**src/rtl/segmap_regs.vh**
```
// Register offsets, field positions, reset values and fixed constants of
// the segmented address mapper.
// Assumes inclusion by bare name from the mapper design files.
//
// Operation
// - Every 16-bit logical address from the core is turned into a 20-bit physical address.
// - The logical space has four zones, the root zone without a segment register and three zones with one each.
// - In a segmented zone the 8-bit segment value is added to logical bits 15:12 to form physical bits 19:12, and bits 11:0 pass through.
// - An 8-bit zone-size register holds two 4-bit fields, one per movable zone boundary.
// - Each movable boundary sits at the logical address whose upper nibble equals its field.
// - Only physical lines A16, A18 and A19 may be altered by the memory interface; all others pass unchanged.
// - The physical space is split into four 256K quadrants, and the quadrant picks the memory control setting.
// - Three active-low chip selects, two output enables and two write enables act like static memory control lines.
`ifndef SEGMAP_REGS_VH
`define SEGMAP_REGS_VH

// Avalon byte offsets.
`define SEGMAP_OFF_ZONE_SIZES   6'h00
`define SEGMAP_OFF_DATA_SEG     6'h04
`define SEGMAP_OFF_STACK_SEG    6'h08
`define SEGMAP_OFF_CODE_WINDOW  6'h0C
`define SEGMAP_OFF_BANK0        6'h10
`define SEGMAP_OFF_STATUS       6'h20
`define SEGMAP_BANK_STRIDE      6'h04

// Reset values.
`define SEGMAP_RST_ZONE_SIZES   8'hFF
`define SEGMAP_RST_SEGMENT      8'h00
`define SEGMAP_RST_BANK         8'h00

// Zone-size fields.
`define SEGMAP_ZS_FIRST_LSB     0
`define SEGMAP_ZS_SECOND_LSB    4

// Fixed start of the uppermost zone (upper logical nibble).
`define SEGMAP_TOP_ZONE_NIB     4'hE

// Zone codes.
`define SEGMAP_ZONE_ROOT        2'h0
`define SEGMAP_ZONE_DATA        2'h1
`define SEGMAP_ZONE_STACK       2'h2
`define SEGMAP_ZONE_CODE        2'h3

// Bank control fields.
`define SEGMAP_BK_CS_LSB        0
`define SEGMAP_BK_PAIR_BIT      2
`define SEGMAP_BK_NOWR_BIT      3
`define SEGMAP_BK_INV_A16_BIT   4
`define SEGMAP_BK_INV_A18_BIT   5
`define SEGMAP_BK_INV_A19_BIT   6

// Status fields.
`define SEGMAP_ST_ZONE_LSB      20
`define SEGMAP_ST_QUAD_LSB      22
`define SEGMAP_ST_BLOCKED_BIT   24

`endif

```
**src/rtl/segmap_quad_ctl.v**
```verilog
// Quadrant decode and memory strobe selection for one physical address.
// Assumes rd and wr are never high together.
`timescale 1ns/1ps
`default_nettype none
`include "segmap_regs.vh"

module segmap_quad_ctl (
  input  wire [19:0] phys_in,
  input  wire [31:0] bank_flat,
  input  wire        rd,
  input  wire        wr,
  output reg  [19:0] phys_out,
  output reg  [2:0]  cs_n,
  output reg  [1:0]  oe_n,
  output reg  [1:0]  we_n,
  output wire [1:0]  quadrant,
  output wire        wr_blocked
);

  wire [7:0] bank;
  wire [1:0] cs_sel;
  wire       pair;
  wire       active;

  assign quadrant   = phys_in[19:18];
  assign bank       = bank_flat[{quadrant, 3'b000} +: 8];
  assign cs_sel     = bank[`SEGMAP_BK_CS_LSB +: 2];
  assign pair       = bank[`SEGMAP_BK_PAIR_BIT];
  assign active     = rd | wr;
  assign wr_blocked = wr & bank[`SEGMAP_BK_NOWR_BIT];

  always @*
  begin
    phys_out     = phys_in;
    phys_out[16] = phys_in[16] ^ bank[`SEGMAP_BK_INV_A16_BIT];
    phys_out[18] = phys_in[18] ^ bank[`SEGMAP_BK_INV_A18_BIT];
    phys_out[19] = phys_in[19] ^ bank[`SEGMAP_BK_INV_A19_BIT];
    cs_n = 3'b111;
    oe_n = 2'b11;
    we_n = 2'b11;
    if (active && cs_sel != 2'h3)
      cs_n[cs_sel] = 1'b0;
    if (rd)
      oe_n[pair] = 1'b0;
    if (wr && !bank[`SEGMAP_BK_NOWR_BIT])
      we_n[pair] = 1'b0;
  end

endmodule
`default_nettype wire

```
**src/rtl/segmap_top.v**
```verilog
// Segmented address mapper: zone mapping, memory interface strobes and
// an Avalon-MM register slave with waitrequest.
// Assumes core address and strobes are synchronous to clk, and the bus
// master holds each request until it sees waitrequest low.
//
// The Avalon-MM register port and the register addresses were chosen for this implementation.
`timescale 1ns/1ps
`default_nettype none
`include "segmap_regs.vh"

module segmap_top (
  input  wire        clk,
  input  wire        reset,
  // Register bus.
  input  wire [5:0]  avs_address,
  input  wire        avs_read,
  input  wire        avs_write,
  input  wire [3:0]  avs_byteenable,
  input  wire [31:0] avs_writedata,
  output reg  [31:0] avs_readdata,
  output wire        avs_waitrequest,
  // Processor core side.
  input  wire [15:0] core_addr,
  input  wire        core_rd,
  input  wire        core_wr,
  // External static memory side.
  output reg  [19:0] mem_addr,
  output reg         chip_select_zero_n,
  output reg         chip_select_one_n,
  output reg         chip_select_two_n,
  output reg         output_enable_zero_n,
  output reg         output_enable_one_n,
  output reg         write_enable_zero_n,
  output reg         write_enable_one_n
);

  // Register state.
  reg  [7:0]  zone_boundary_sizes_q;
  reg  [7:0]  data_seg_q;
  reg  [7:0]  stack_seg_q;
  reg  [7:0]  extended_code_window_q;
  wire [31:0] bank_flat;
  reg         blocked_q;
  reg  [1:0]  last_zone_q;
  reg  [1:0]  last_quad_q;
  reg  [19:0] last_phys_q;

  // Bus handshake state.
  reg         ack_q;
  wire        bus_req;
  wire        wr_take;
  wire        rd_take;
  wire        lane0;
  reg  [31:0] rdata_d;

  // Datapath.
  wire [19:0] mapped_addr;
  wire [1:0]  zone;
  wire [19:0] phys_out;
  wire [2:0]  cs_n;
  wire [1:0]  oe_n;
  wire [1:0]  we_n;
  wire [1:0]  quadrant;
  wire        wr_blocked;
  wire        access;
  wire        blocked_clear;

  // Every request waits exactly one cycle; the write lands and read data
  // is valid at the edge where waitrequest is low.
  assign bus_req         = avs_read | avs_write;
  assign avs_waitrequest = bus_req & ~ack_q;
  assign wr_take         = avs_write & ack_q;
  assign rd_take         = avs_read & ~ack_q;
  assign lane0           = avs_byteenable[0];

  always @(posedge clk or posedge reset)
  begin
    if (reset)
      ack_q <= 1'b0;
    else
      ack_q <= bus_req & ~ack_q;
  end

  always @(posedge clk or posedge reset)
  begin
    if (reset)
    begin
      zone_boundary_sizes_q  <= `SEGMAP_RST_ZONE_SIZES;
      data_seg_q             <= `SEGMAP_RST_SEGMENT;
      stack_seg_q            <= `SEGMAP_RST_SEGMENT;
      extended_code_window_q <= `SEGMAP_RST_SEGMENT;
    end
    else if (wr_take && lane0)
    begin
      if (avs_address == `SEGMAP_OFF_ZONE_SIZES)
        zone_boundary_sizes_q <= avs_writedata[7:0];
      else if (avs_address == `SEGMAP_OFF_DATA_SEG)
        data_seg_q <= avs_writedata[7:0];
      else if (avs_address == `SEGMAP_OFF_STACK_SEG)
        stack_seg_q <= avs_writedata[7:0];
      else if (avs_address == `SEGMAP_OFF_CODE_WINDOW)
        extended_code_window_q <= avs_writedata[7:0];
    end
  end

  // One bank control register per quadrant.
  genvar gi;
  generate
    for (gi = 0; gi < 4; gi = gi + 1)
    begin : g_bank
      reg  [7:0]  bank_q;
      wire [31:0] bank_sum;
      wire [5:0]  bank_off;
      // The offset sum is integer wide; only the six address bits matter.
      assign bank_sum = `SEGMAP_OFF_BANK0 + gi * `SEGMAP_BANK_STRIDE;
      assign bank_off = bank_sum[5:0];
      always @(posedge clk or posedge reset)
      begin
        if (reset)
          bank_q <= `SEGMAP_RST_BANK;
        else if (wr_take && lane0 && avs_address == bank_off)
          bank_q <= avs_writedata[7:0];
      end
      assign bank_flat[gi * 8 +: 8] = bank_q;
    end
  endgenerate

  // Read data is captured in the waiting cycle so that it stands at the
  // edge where the master takes it.
  always @*
  begin
    rdata_d = 32'h00000000;
    if (avs_address == `SEGMAP_OFF_ZONE_SIZES)
      rdata_d[7:0] = zone_boundary_sizes_q;
    else if (avs_address == `SEGMAP_OFF_DATA_SEG)
      rdata_d[7:0] = data_seg_q;
    else if (avs_address == `SEGMAP_OFF_STACK_SEG)
      rdata_d[7:0] = stack_seg_q;
    else if (avs_address == `SEGMAP_OFF_CODE_WINDOW)
      rdata_d[7:0] = extended_code_window_q;
    else if (avs_address == `SEGMAP_OFF_BANK0)
      rdata_d[7:0] = bank_flat[7:0];
    else if (avs_address == `SEGMAP_OFF_BANK0 + `SEGMAP_BANK_STRIDE)
      rdata_d[7:0] = bank_flat[15:8];
    else if (avs_address == `SEGMAP_OFF_BANK0 + 2 * `SEGMAP_BANK_STRIDE)
      rdata_d[7:0] = bank_flat[23:16];
    else if (avs_address == `SEGMAP_OFF_BANK0 + 3 * `SEGMAP_BANK_STRIDE)
      rdata_d[7:0] = bank_flat[31:24];
    else if (avs_address == `SEGMAP_OFF_STATUS)
    begin
      rdata_d[19:0] = last_phys_q;
      rdata_d[`SEGMAP_ST_ZONE_LSB +: 2] = last_zone_q;
      rdata_d[`SEGMAP_ST_QUAD_LSB +: 2] = last_quad_q;
      rdata_d[`SEGMAP_ST_BLOCKED_BIT]   = blocked_q;
    end
  end

  always @(posedge clk or posedge reset)
  begin
    if (reset)
      avs_readdata <= 32'h00000000;
    else if (rd_take)
      avs_readdata <= rdata_d;
  end

  segmap_zone_map u_zone_map (
    .logical_addr  (core_addr),
    .zone_sizes    (zone_boundary_sizes_q),
    .data_seg      (data_seg_q),
    .stack_seg     (stack_seg_q),
    .code_window   (extended_code_window_q),
    .physical_addr (mapped_addr),
    .zone          (zone)
  );

  segmap_quad_ctl u_quad_ctl (
    .phys_in    (mapped_addr),
    .bank_flat  (bank_flat),
    .rd         (core_rd),
    .wr         (core_wr),
    .phys_out   (phys_out),
    .cs_n       (cs_n),
    .oe_n       (oe_n),
    .we_n       (we_n),
    .quadrant   (quadrant),
    .wr_blocked (wr_blocked)
  );

  // Memory pins are registered: one cycle from core request to strobes.
  always @(posedge clk or posedge reset)
  begin
    if (reset)
    begin
      mem_addr             <= 20'h00000;
      chip_select_zero_n   <= 1'b1;
      chip_select_one_n    <= 1'b1;
      chip_select_two_n    <= 1'b1;
      output_enable_zero_n <= 1'b1;
      output_enable_one_n  <= 1'b1;
      write_enable_zero_n  <= 1'b1;
      write_enable_one_n   <= 1'b1;
    end
    else
    begin
      mem_addr             <= phys_out;
      chip_select_zero_n   <= cs_n[0];
      chip_select_one_n    <= cs_n[1];
      chip_select_two_n    <= cs_n[2];
      output_enable_zero_n <= oe_n[0];
      output_enable_one_n  <= oe_n[1];
      write_enable_zero_n  <= we_n[0];
      write_enable_one_n   <= we_n[1];
    end
  end

  // Status capture of the most recent core access.
  assign access        = core_rd | core_wr;
  assign blocked_clear = wr_take && avs_address == `SEGMAP_OFF_STATUS &&
                         avs_byteenable[3] &&
                         avs_writedata[`SEGMAP_ST_BLOCKED_BIT];

  always @(posedge clk or posedge reset)
  begin
    if (reset)
    begin
      last_phys_q <= 20'h00000;
      last_zone_q <= `SEGMAP_ZONE_ROOT;
      last_quad_q <= 2'h0;
    end
    else if (access)
    begin
      last_phys_q <= phys_out;
      last_zone_q <= zone;
      last_quad_q <= quadrant;
    end
  end

  // A write into a quadrant without write enable is flagged; a new event
  // in the clearing cycle keeps the flag set.
  always @(posedge clk or posedge reset)
  begin
    if (reset)
      blocked_q <= 1'b0;
    else if (wr_blocked)
      blocked_q <= 1'b1;
    else if (blocked_clear)
      blocked_q <= 1'b0;
  end

endmodule
`default_nettype wire

```
**src/rtl/segmap_zone_map.v**
```verilog
// Logical to physical translation of one core address.
// Assumes the address and register values are stable in the clock cycle.
`timescale 1ns/1ps
`default_nettype none
`include "segmap_regs.vh"

module segmap_zone_map (
  input  wire [15:0] logical_addr,
  input  wire [7:0]  zone_sizes,
  input  wire [7:0]  data_seg,
  input  wire [7:0]  stack_seg,
  input  wire [7:0]  code_window,
  output reg  [19:0] physical_addr,
  output reg  [1:0]  zone
);

  wire [3:0] nib;
  wire [3:0] first_bound;
  wire [3:0] second_bound;
  reg  [7:0] offset;

  assign nib          = logical_addr[15:12];
  assign first_bound  = zone_sizes[`SEGMAP_ZS_FIRST_LSB +: 4];
  assign second_bound = zone_sizes[`SEGMAP_ZS_SECOND_LSB +: 4];

  always @*
  begin
    if (nib >= `SEGMAP_TOP_ZONE_NIB)
    begin
      zone   = `SEGMAP_ZONE_CODE;
      offset = code_window;
    end
    else if (nib >= second_bound)
    begin
      zone   = `SEGMAP_ZONE_STACK;
      offset = stack_seg;
    end
    else if (nib >= first_bound)
    begin
      zone   = `SEGMAP_ZONE_DATA;
      offset = data_seg;
    end
    else
    begin
      zone   = `SEGMAP_ZONE_ROOT;
      offset = 8'h00;
    end
    physical_addr[19:12] = offset + {4'h0, nib};
    physical_addr[11:0]  = logical_addr[11:0];
  end

endmodule
`default_nettype wire

```
**config.mk**
```make
export PLATFORM = sky130hd
export DESIGN_NAME = segmap_top
export DESIGN_NICKNAME = d
export VERILOG_FILES = /design/src/rtl/segmap_quad_ctl.v /design/src/rtl/segmap_top.v /design/src/rtl/segmap_zone_map.v
export VERILOG_INCLUDE_DIRS = /design/src /design/src/rtl
export SDC_FILE = /design/constraint.sdc
export NUM_CORES = 1
export LEC_CHECK = 0
export ABC_AREA = 1
export BUFFER_PORTS_ARGS = -buffer_cell sky130_fd_sc_hd__buf_4
export CORE_ASPECT_RATIO = 0.6
export CORE_MARGIN = 2
export CORE_UTILIZATION = 60
export CTS_CLUSTER_DIAMETER = 100
export DETAILED_ROUTE_END_ITERATION = 12
export GPL_TIMING_DRIVEN = 0
export PLACE_DENSITY_LB_ADDON = 0.15
export RECOVER_POWER = 25
export SKIP_LAST_GASP = 1
export SYNTH_ARGS = -nofsm -noshare
export SYNTH_HDL_FRONTEND = slang
export SYNTH_SLANG_ARGS = --single-unit
```
**constraint.sdc**
```tcl
create_clock -name clk -period 13.3 [get_ports clk]
set_input_delay 2.66 -clock clk [delete_from_list [all_inputs] [get_ports clk]]
set_output_delay 2.66 -clock clk [all_outputs]
set_load 0.02 [all_outputs]
```
# --- Yosys cells after proc, flatten, opt, wreduce, memory -nomap -nowiden ---
# Cells that the tools add are included.
# Widths: inputs -> output; s select.
classes:
  n_addsub: 1
  multipliers: 0
  div_mod_pow: 0
  magnitude_cmp: 7
  eq_ne: 9
  shift: 1
  n_mux: 32
  bitwise_logic: 15
  reduce_logical: 19
op_table:
  columns: ["operator", "n"]
  rows:
  - ["$mux 17", 8]
  - ["$mux 8", 11]
  - ["$shiftx 32x6->7", 1]
  - ["$mux 25", 1]
  - ["$eq 6x5->1 const B", 4]
  - ["$eq 6x4->1 const B", 2]
  - ["$logic_and 1x1->1", 12]
  - ["$add 8x4->8", 1]
  - ["$ge 4x4->1", 2]
  - ["$mux 2", 4]
  - ["$eq 6x3->1 const B", 1]
  - ["$eq 6x6->1 const B", 1]
  - ["$logic_not 6->1", 1]
  - ["$mux 1", 5]
  - ["$reduce_and 5->1", 1]
  - ["$and 1x1->1", 4]
  - ["$ge 4x4->1 const B", 1]
  - ["$not 1->1", 4]
  - ["$reduce_and 4->1", 1]
  - ["$lt 2x3->1 const B", 1]
  - ["$mux 3", 1]
  - ["$not 3->3", 1]
  - ["$reduce_and 3->1", 1]
  - ["$xor 1x1->1", 3]
  - ["other kinds (11)", 12]
word_totals:
  reg_bits: 142
  latch_bits: 0
  ram_bits: 0
  mem_bits_ro: 0
  input_bits: 64
  output_inout_bits: 60
  mem_count: 0

# --- Longest topological paths before layout ---
# Gate-level depths: netlist of the first run.
logic_depth:
  ltp_word: 12
  depth_mapped: 28

# --- Cells and area by module ---
# A second synthesis of the first run with hierarchy kept.
unflattened:
  hier_cells: 841
  area_unflattened_um2: 7064.3
modules_own_cells:
  columns: ["mod", "instances", "cells_each", "area_per_inst_um2", "seq_area_each_um2"]
  rows:
  - ["segmap_top", 1, 626, 5835.6, 3572.2]
  - ["segmap_zone_map", 1, 114, 734.5, 0.0]
  - ["segmap_quad_ctl", 1, 101, 494.2, 0.0]

# --- Least setup slack after synthesis of the first run ---
# Ideal clock, no wire load.
synth_timing:
  kind: "input port to output port"
  start: "in avs_write"
  end: "out avs_waitrequest"
  arrival_time_ns: 2.990
  required_time_ns: 10.640
  path_slack_ns: 7.649
  path_stages: 2
  path_buffers: 0
  path_cell_list: "nor2_1 -> nor2_1"
synth_between:
  elab_chain_cells: 2
synth_lines:
  columns: ["element", "line_no", "source"]
  rows:
  - ["from (decl)", "segmap_top.v:17", "input wire avs_write,"]
  - ["$or 1x1->1", "segmap_top.v:70", "assign bus_req = avs_read | avs_write;"]
  - ["$and 1x1->1", "segmap_top.v:71", "assign avs_waitrequest = bus_req & ~ack_q;"]
  - ["to (decl)", "segmap_top.v:21", "output wire avs_waitrequest,"]
# Every way passes these cells.

==> results of run 1 <==
registers in the layout, summed over array words and instances (netlist names):
signal                  flops
g_bank.bank_q              32
avs_readdata               25
last_phys_q                20
mem_addr                   20
data_seg_q                  8
extended_code_window_q      8
stack_seg_q                 8
zone_boundary_sizes_q       8
last_quad_q                 2
last_zone_q                 2
ack_q                       1
blocked_q                   1
chip_select_one_n           1
chip_select_two_n           1
chip_select_zero_n          1
output_enable_one_n         1
output_enable_zero_n        1
write_enable_one_n          1
write_enable_zero_n         1
logic make-up (layout without fill, tap and decap cells):
logic type / after synthesis / count (layout) / synth area share [%]
AOI/OAI and AO/OA: 159 / 159 / 14.0
xor gates and xnor gates: 3 / 3 / 0.396
adders and majority gates: 13 / 13 / 2.56
buffers and inverters: 92 / 216 / 6.06
DFF: 142 / 142 / 53.8
muxes: 2 / 2 / 0.339
other: 1 / 7 / 0.0565
and+or+nand+nor: 351 / 351 / 22.8
layer usage:
layer / vias to the layer above / global-route usage [%] / share of wire (%)
li1: 2762 / - / -
met1: 3020 / 53.8 / 43
met2: 390 / 56.0 / 43
met3: 59 / 10.3 / 12
met4: 0 / 10.5 / 2.3
met5: - / 0 / 0
through the flow:
step	std cells	power, W	hold slack [ps]	setup slack (ps)
final	1032	0.00108	481	5490
after floorplan	769	0.000555	448	6860
after detailed placement	1000	0.000611	470	7200
after CTS	1032	0.00108	487	7460
after global routing	1032	0.00111	512	4290
after global placement	999	0.000603	463	5520
worst max-delay path by stage:
stage,start,endpoint,slack (ps),depth (start not counted)
after floorplan,reset,ack_q,6860,1
after global placement,reset,avs_readdata[5],5520,2
after detailed placement,core_addr[15],chip_select_two_n,7200,22
after CTS,avs_write,avs_waitrequest,7460,4
after global routing,reset,avs_readdata[22],4290,3
final,reset,avs_readdata[12],5490,3
layout make-up:
class                           instances  area, µm²  area share (%)
Buffer                                 36        188            2.32
Sequential cell                       142       3570            44.1
Timing Repair Buffer                   92        668            8.25
Inverter                               56        216            2.67
Tap cell                              139        174            2.15
Multi-Input combinational cell        535       2690            33.2
Clock inverter                         13        154            1.90
Clock buffer                           19        433            5.35
synthesized netlist by cell type (3+ instances only):
library cell / count
a21oi_1: 13
buf_6: 3
ha_1: 12
buf_4: 7
inv_1: 51
xor2_1: 3
nand2_1: 233
a211oi_1: 5
o21ai_0: 108
dfstp_2: 15
dfrtp_1: 127
o2111ai_1: 3
o211ai_2: 4
o21ai_1: 5
a22oi_1: 4
nand2_2: 8
nand4_1: 9
nor2_1: 17
o221ai_1: 3
nor2_2: 4
o211ai_1: 3
nand3_1: 68
clkbuf_1: 22
nand3_2: 4
buf_2: 3
tightest hold or removal path: stages (launching register included):
cell     delay (ps)
dfrtp_1         340
nand2_1          50
o21ai_0          50
report_power, final:
group,total [W],internal [W],leakage [nW],switching [W]
sequential,0.000477,0.000459,1.83,0.0000179
combinational,0.000130,0.0000426,1.88,0.0000871
clock,0.000477,0.000280,0.273,0.000197
total,0.00108,0.000782,3.98,0.000302
==> reports/qor.yml, run 1 <==
whs_endpoint: "g_bank[0].bank_q[1]"
r2r-start: "zone_boundary_sizes_q[7]"
vias_per_cell: 6.04
syn_area_um2: 6640
dr_total_vias: 6231
ys_seq_area_share_pct: 53.8
required_ps: 12860
dpl_cell_area_um2: 7550
drt_first_pass_iters: 6
endpoint_kind: "asynchronous set/reset pin"
final_cell_mix: "nand2_1 (233), dfrtp_1 (127), o21ai_0 (108)"
path_cells: "clkbuf_4 > clkinvlp_2 > clkbuf_1"
clock_latency_ps: 430
worst_setup_path_start_kind: "primary input"
power.leakage_nw: 3.98
initial_core_util_pct: 62.3
fmax_mhz: 128
fin_crit_ps: 7810
slowest_stage: "clkbuf_1"
grt_pass1_wl_um: 33400
synth_area_leaders: "dfrtp_1 (48%), nand2_1 (13%), o21ai_0 (8.1%)"
post_cts_buffers: 0
grt_pass1_vias: 6099
ir_drop_mv: 0.106
finClkSkew_ps: 11.3
grt_start_max_net_pins: 82
row_count: 29
drive_gt1_share_pct: 20.0
crit_family: "buffers and inverters"
tightest_slew_ps: 4150
synthCells: 763
die_area_um2: 12000
path_clk_slew_ps: 60
root_buffer: "clkbuf_16"
drv_cap: 2
min_from: "g_bank[0].bank_q[1]"
drt_iter0_markers: 647
postCtsHoldBufs: 0
whs_path_depth: 2
finalSetupViolations: 0
ant_nets: 0
wl_um: 21200
yosysTopAreaCellShare_pct: 47.8
gp_congestion: 0.949
track_usage_pct: 37.2
fin_util_pct: 75.9
path_class: "in -> async"
clock_sinks: 142
diodes: 0
ys.flop_type: "dfrtp_1"
area_growth_syn_to_layout_pct: 21.9
finalCritPeriodShare_pct: 58.7
hold_violations: 0
layout_commonest_cell: "nand2_1"
grt_overflow: 0
rsz0062_at_grt: "false"
hold_path_class: "reg -> reg"
cts_resized: 0
cts_made_buffers: 17
max_stage_delay_ps: 3000
routedWlPerCell_um: 20.6
finalSetupTns_ps: 0
pin_count: 124
synth-seq-cells: 142
violations: "max-capacitance violations, max-slew violations"
finalNetCount: 957
fill_cells: 730
cts_htree_levels: 4
design_area_um2: 8100
reg2reg_depth: 22
syn_avg_cell_area_um2: 8.71
dp_hpwl_um: 15200
route.detailed.drc: 0
core_um2: 10700
clockBufferDepth: 2
ff2ff_setup_slack_ps: 9220
ys_warn_count: 0
report.final.slew_viol_count: 145
slew_headroom_pct: -177
r2r-end: "chip_select_two_n"
io_buffers: 91
crit_buf_inv: 3
path_max_fanout: 81
antenna_found_initial: 0
synth_area_leader_cell: "dfrtp_1"
async_flop_share_pct: 100
synth_edf_count: 0
synth_cell_type_count: 47
critPathArrivalTime_ps: 7370
status: "complete, but fails checks"
die_w_um: 140
die_height_um: 85.5
power.density_nw_per_um2: 134
cts_tree: "yes"
Power figures use the tool's default switching activity.
==> run 2: changes to the inputs <==
CORE_UTILIZATION = 56   (was 60)
clock period = 7.43 ns   (was 13.3 ns; I/O delays follow)
==> reports/qor.yml, run 2 (same netlist as run 1, synthesis figures left out) <==
grt_pass1_vias: 5769  # -5.4%
die_w_um: 145  # +3.4%
worst_setup_path_start_kind: "primary input"
finalNetCount: 957  # unchanged
clockBufferDepth: 2  # unchanged
pin_count: 124  # unchanged
power.leakage_nw: 4.01  # +0.83%
drv_cap: 1  # -1
area_growth_syn_to_layout_pct: 22.8
endpoint_kind: "flop"
p_switching_w: 0.000560  # +85%
dpl_cell_area_um2: 7580  # +0.35%
grt_start_max_net_pins: 88  # +7.3%
postCtsHoldBufs: 0  # unchanged
drt_first_pass_iters: 5  # -1
violations: "max-capacitance violations, max-slew violations"
dr_total_vias: 6113  # -1.9%
regMostFlops: "g_bank.bank_q"
reg2reg_depth: 24  # +9.1%
layout_commonest_cell: "nand2_1"
fin_util_pct: 71.3  # -4.6 points
final_cell_mix: "nand2_1 (233), dfrtp_1 (127), o21ai_0 (108)"
power.internal_w: 0.00139  # +78%
dp_slack_ps: 2400  # -4790 ps
clock_latency_ps: 420  # about the same
path_class: "in -> reg"
diodes: 0  # unchanged
fmax_mhz: 210
crit_family: "simple AND/OR/NAND/NOR gates"
crit_buf_inv: 6  # +3
ir_drop_mv: 0.171  # +62%
slew_headroom_pct: -64.2  # +110 points
critPathCapture: "last_phys_q[19]"
ff2ff_setup_slack_ps: 3300  # -5920 ps
die_area_um2: 12800  # +6.9%
path_cells: "buf_4 > ha_1 > nand2_1 > inv_1 > nand2_2 > nand3_4 > inv_4 > nand2_2 > inv_4 > nand2_1 > a22oi_1 > ha_1 > fa_1 > nand3_1 > and2_0 > inv_1 > nand3_2 > o21ai_4 > nand2_4 > inv_1 > o21ai_1 > o21ai_2 > nand2_1 > nand2_1"
clock_sinks: 142  # unchanged
layout_setup_ws_ps: 2670  # -2820 ps
cts_tree: "yes"
finalSetupTns_ps: 0  # unchanged
grt_pass1_wl_um: 31600  # -5.6%
track_usage_pct: 33.9  # -3.3 points
grt_overflow: 0  # unchanged
initial_core_util_pct: 58.0  # -4.2 points
design_area_um2: 8160  # +0.80%
wl_um: 20700  # -2.6%
row_count: 30  # +3.4%
hold_path_class: "reg -> reg"
hold_violations: 0  # unchanged
power_frac_seq_pct: 43.7  # -0.3 points
switching_share_pct: 28.7  # +0.79 points
finalCritPeriodShare_pct: 64.1
status: "complete, but fails checks"
fin_crit_ps: 4760
cpMostUsedCell: "nand2_1"
core_um2: 11400  # +7.3%
post_cts_buffers: 0  # unchanged
cts_resized: 0  # unchanged
io_buffers: 91  # unchanged
path_clk_slew_ps: 70  # about the same
largest_reg_flops: 32  # unchanged
vias_per_cell: 5.81  # -3.9%
r2r-start: "zone_boundary_sizes_q[7]"
r2r-end: "last_phys_q[19]"
p_clk_share_pct: 44.4  # +0.4 points
cts_htree_levels: 4  # unchanged
cp.depth: 24  # +21
rsz0062_at_grt: "false"
report.final.slew_viol_count: 56  # -61%
root_buffer: "clkbuf_16"
dp_hpwl_um: 15200  # +0.26%
power.density_nw_per_um2: 240  # +79%
pwr-share-comb_pct: 11.9  # about the same
path_max_fanout: 10  # -88%
critPathArrivalTime_ps: 5120  # -2250 ps
route.detailed.drc: 0  # unchanged
required_ps: 7790  # -5070 ps
max_stage_delay_ps: 340  # -2660 ps
finClkSkew_ps: 10.4  # -0.947 ps
crit_path_start: "core_addr[15]"
cts_made_buffers: 17  # unchanged
drive_gt1_share_pct: 20.5  # +0.45 points
ant_nets: 0  # unchanged
slowest_stage: "ha_1"
finalSetupViolations: 0  # unchanged
largestRegisters: "g_bank.bank_q: 32 flops, avs_readdata: 25 flops"
routedWlPerCell_um: 19.7  # -4.5%
drt_iter0_markers: 540  # -17%
tightest_slew_ps: 2450  # -1700 ps
gp_congestion: 0.953  # +0.45%
antenna_found_initial: 0  # unchanged
die_height_um: 88.4  # +3.3%
fill_cells: 895  # +23%
run 2: changes by cell type in the layout (fill, tap and decap cells not counted), sizes merged:
cell	change
clkinv	-2
inv	+5
clkbuf	-1
buf	+1
clkinvlp	-2
bufinv	-1
run 2: worst min path at each step:
stage / from / to / slack [ps] / depth (start not counted)
after floorplan: g_bank[1].bank_q[7] / g_bank[1].bank_q[7] / 450 / 2
after global placement: last_phys_q[19] / last_phys_q[19] / 460 / 2
after detailed placement: last_phys_q[17] / last_phys_q[17] / 470 / 2
after CTS: g_bank[0].bank_q[1] / g_bank[0].bank_q[1] / 490 / 2
after global routing: zone_boundary_sizes_q[5] / zone_boundary_sizes_q[5] / 510 / 2
final: g_bank[0].bank_q[1] / g_bank[0].bank_q[1] / 490 / 2
run 2: power groups by stage:
stage               combinational (W)  sequential, W  clock (W)
floorplan                    0.000120       0.000873          0
global placement             0.000218       0.000864          0
detailed placement           0.000229       0.000865          0
CTS                          0.000231       0.000852   0.000869
global route                 0.000254       0.000857   0.000902
finish                       0.000232       0.000854   0.000869
run 2: cell type report:
| type | instances | area (µm²) | share of cell area (%) |
|---|---|---|---|
| timing repair buffer | 92 | 696 | 8.52 |
| clock buffer | 19 | 453 | 5.55 |
| tap | 160 | 200 | 2.45 |
| buffer | 36 | 188 | 2.30 |
| multi-input combinational | 535 | 2690 | 33.0 |
| inverter | 56 | 216 | 2.65 |
| sequential | 142 | 3570 | 43.8 |
| clock inverter | 13 | 145 | 1.78 |
run 2: per-stage QoR:
stage	power [W]	instances	hold WS, ps
after floorplan	0.000993	769	448
after global routing	0.00201	1053	506
final	0.00196	1053	488
after detailed placement	0.00109	1021	472
after CTS	0.00195	1053	489
after global placement	0.00108	1020	464
run 2: metal layers:
metal	track usage [%]	up-vias	wire length, µm
met1	50.9	2987	9320
met5	0	-	0
met3	7.68	26	2220
met2	51.1	332	8940
li1	-	2768	-
met4	6.97	0	213
run 2: worst min-delay path, delay by kind of cell, from the launching register on:
| kind | cells | cell delay, ps |
|---|---|---|
| AO/OA/AOI/OAI | 1 | 50 |
| flip-flops | 1 | 350 |
| AND/OR/NAND/NOR | 1 | 50 |
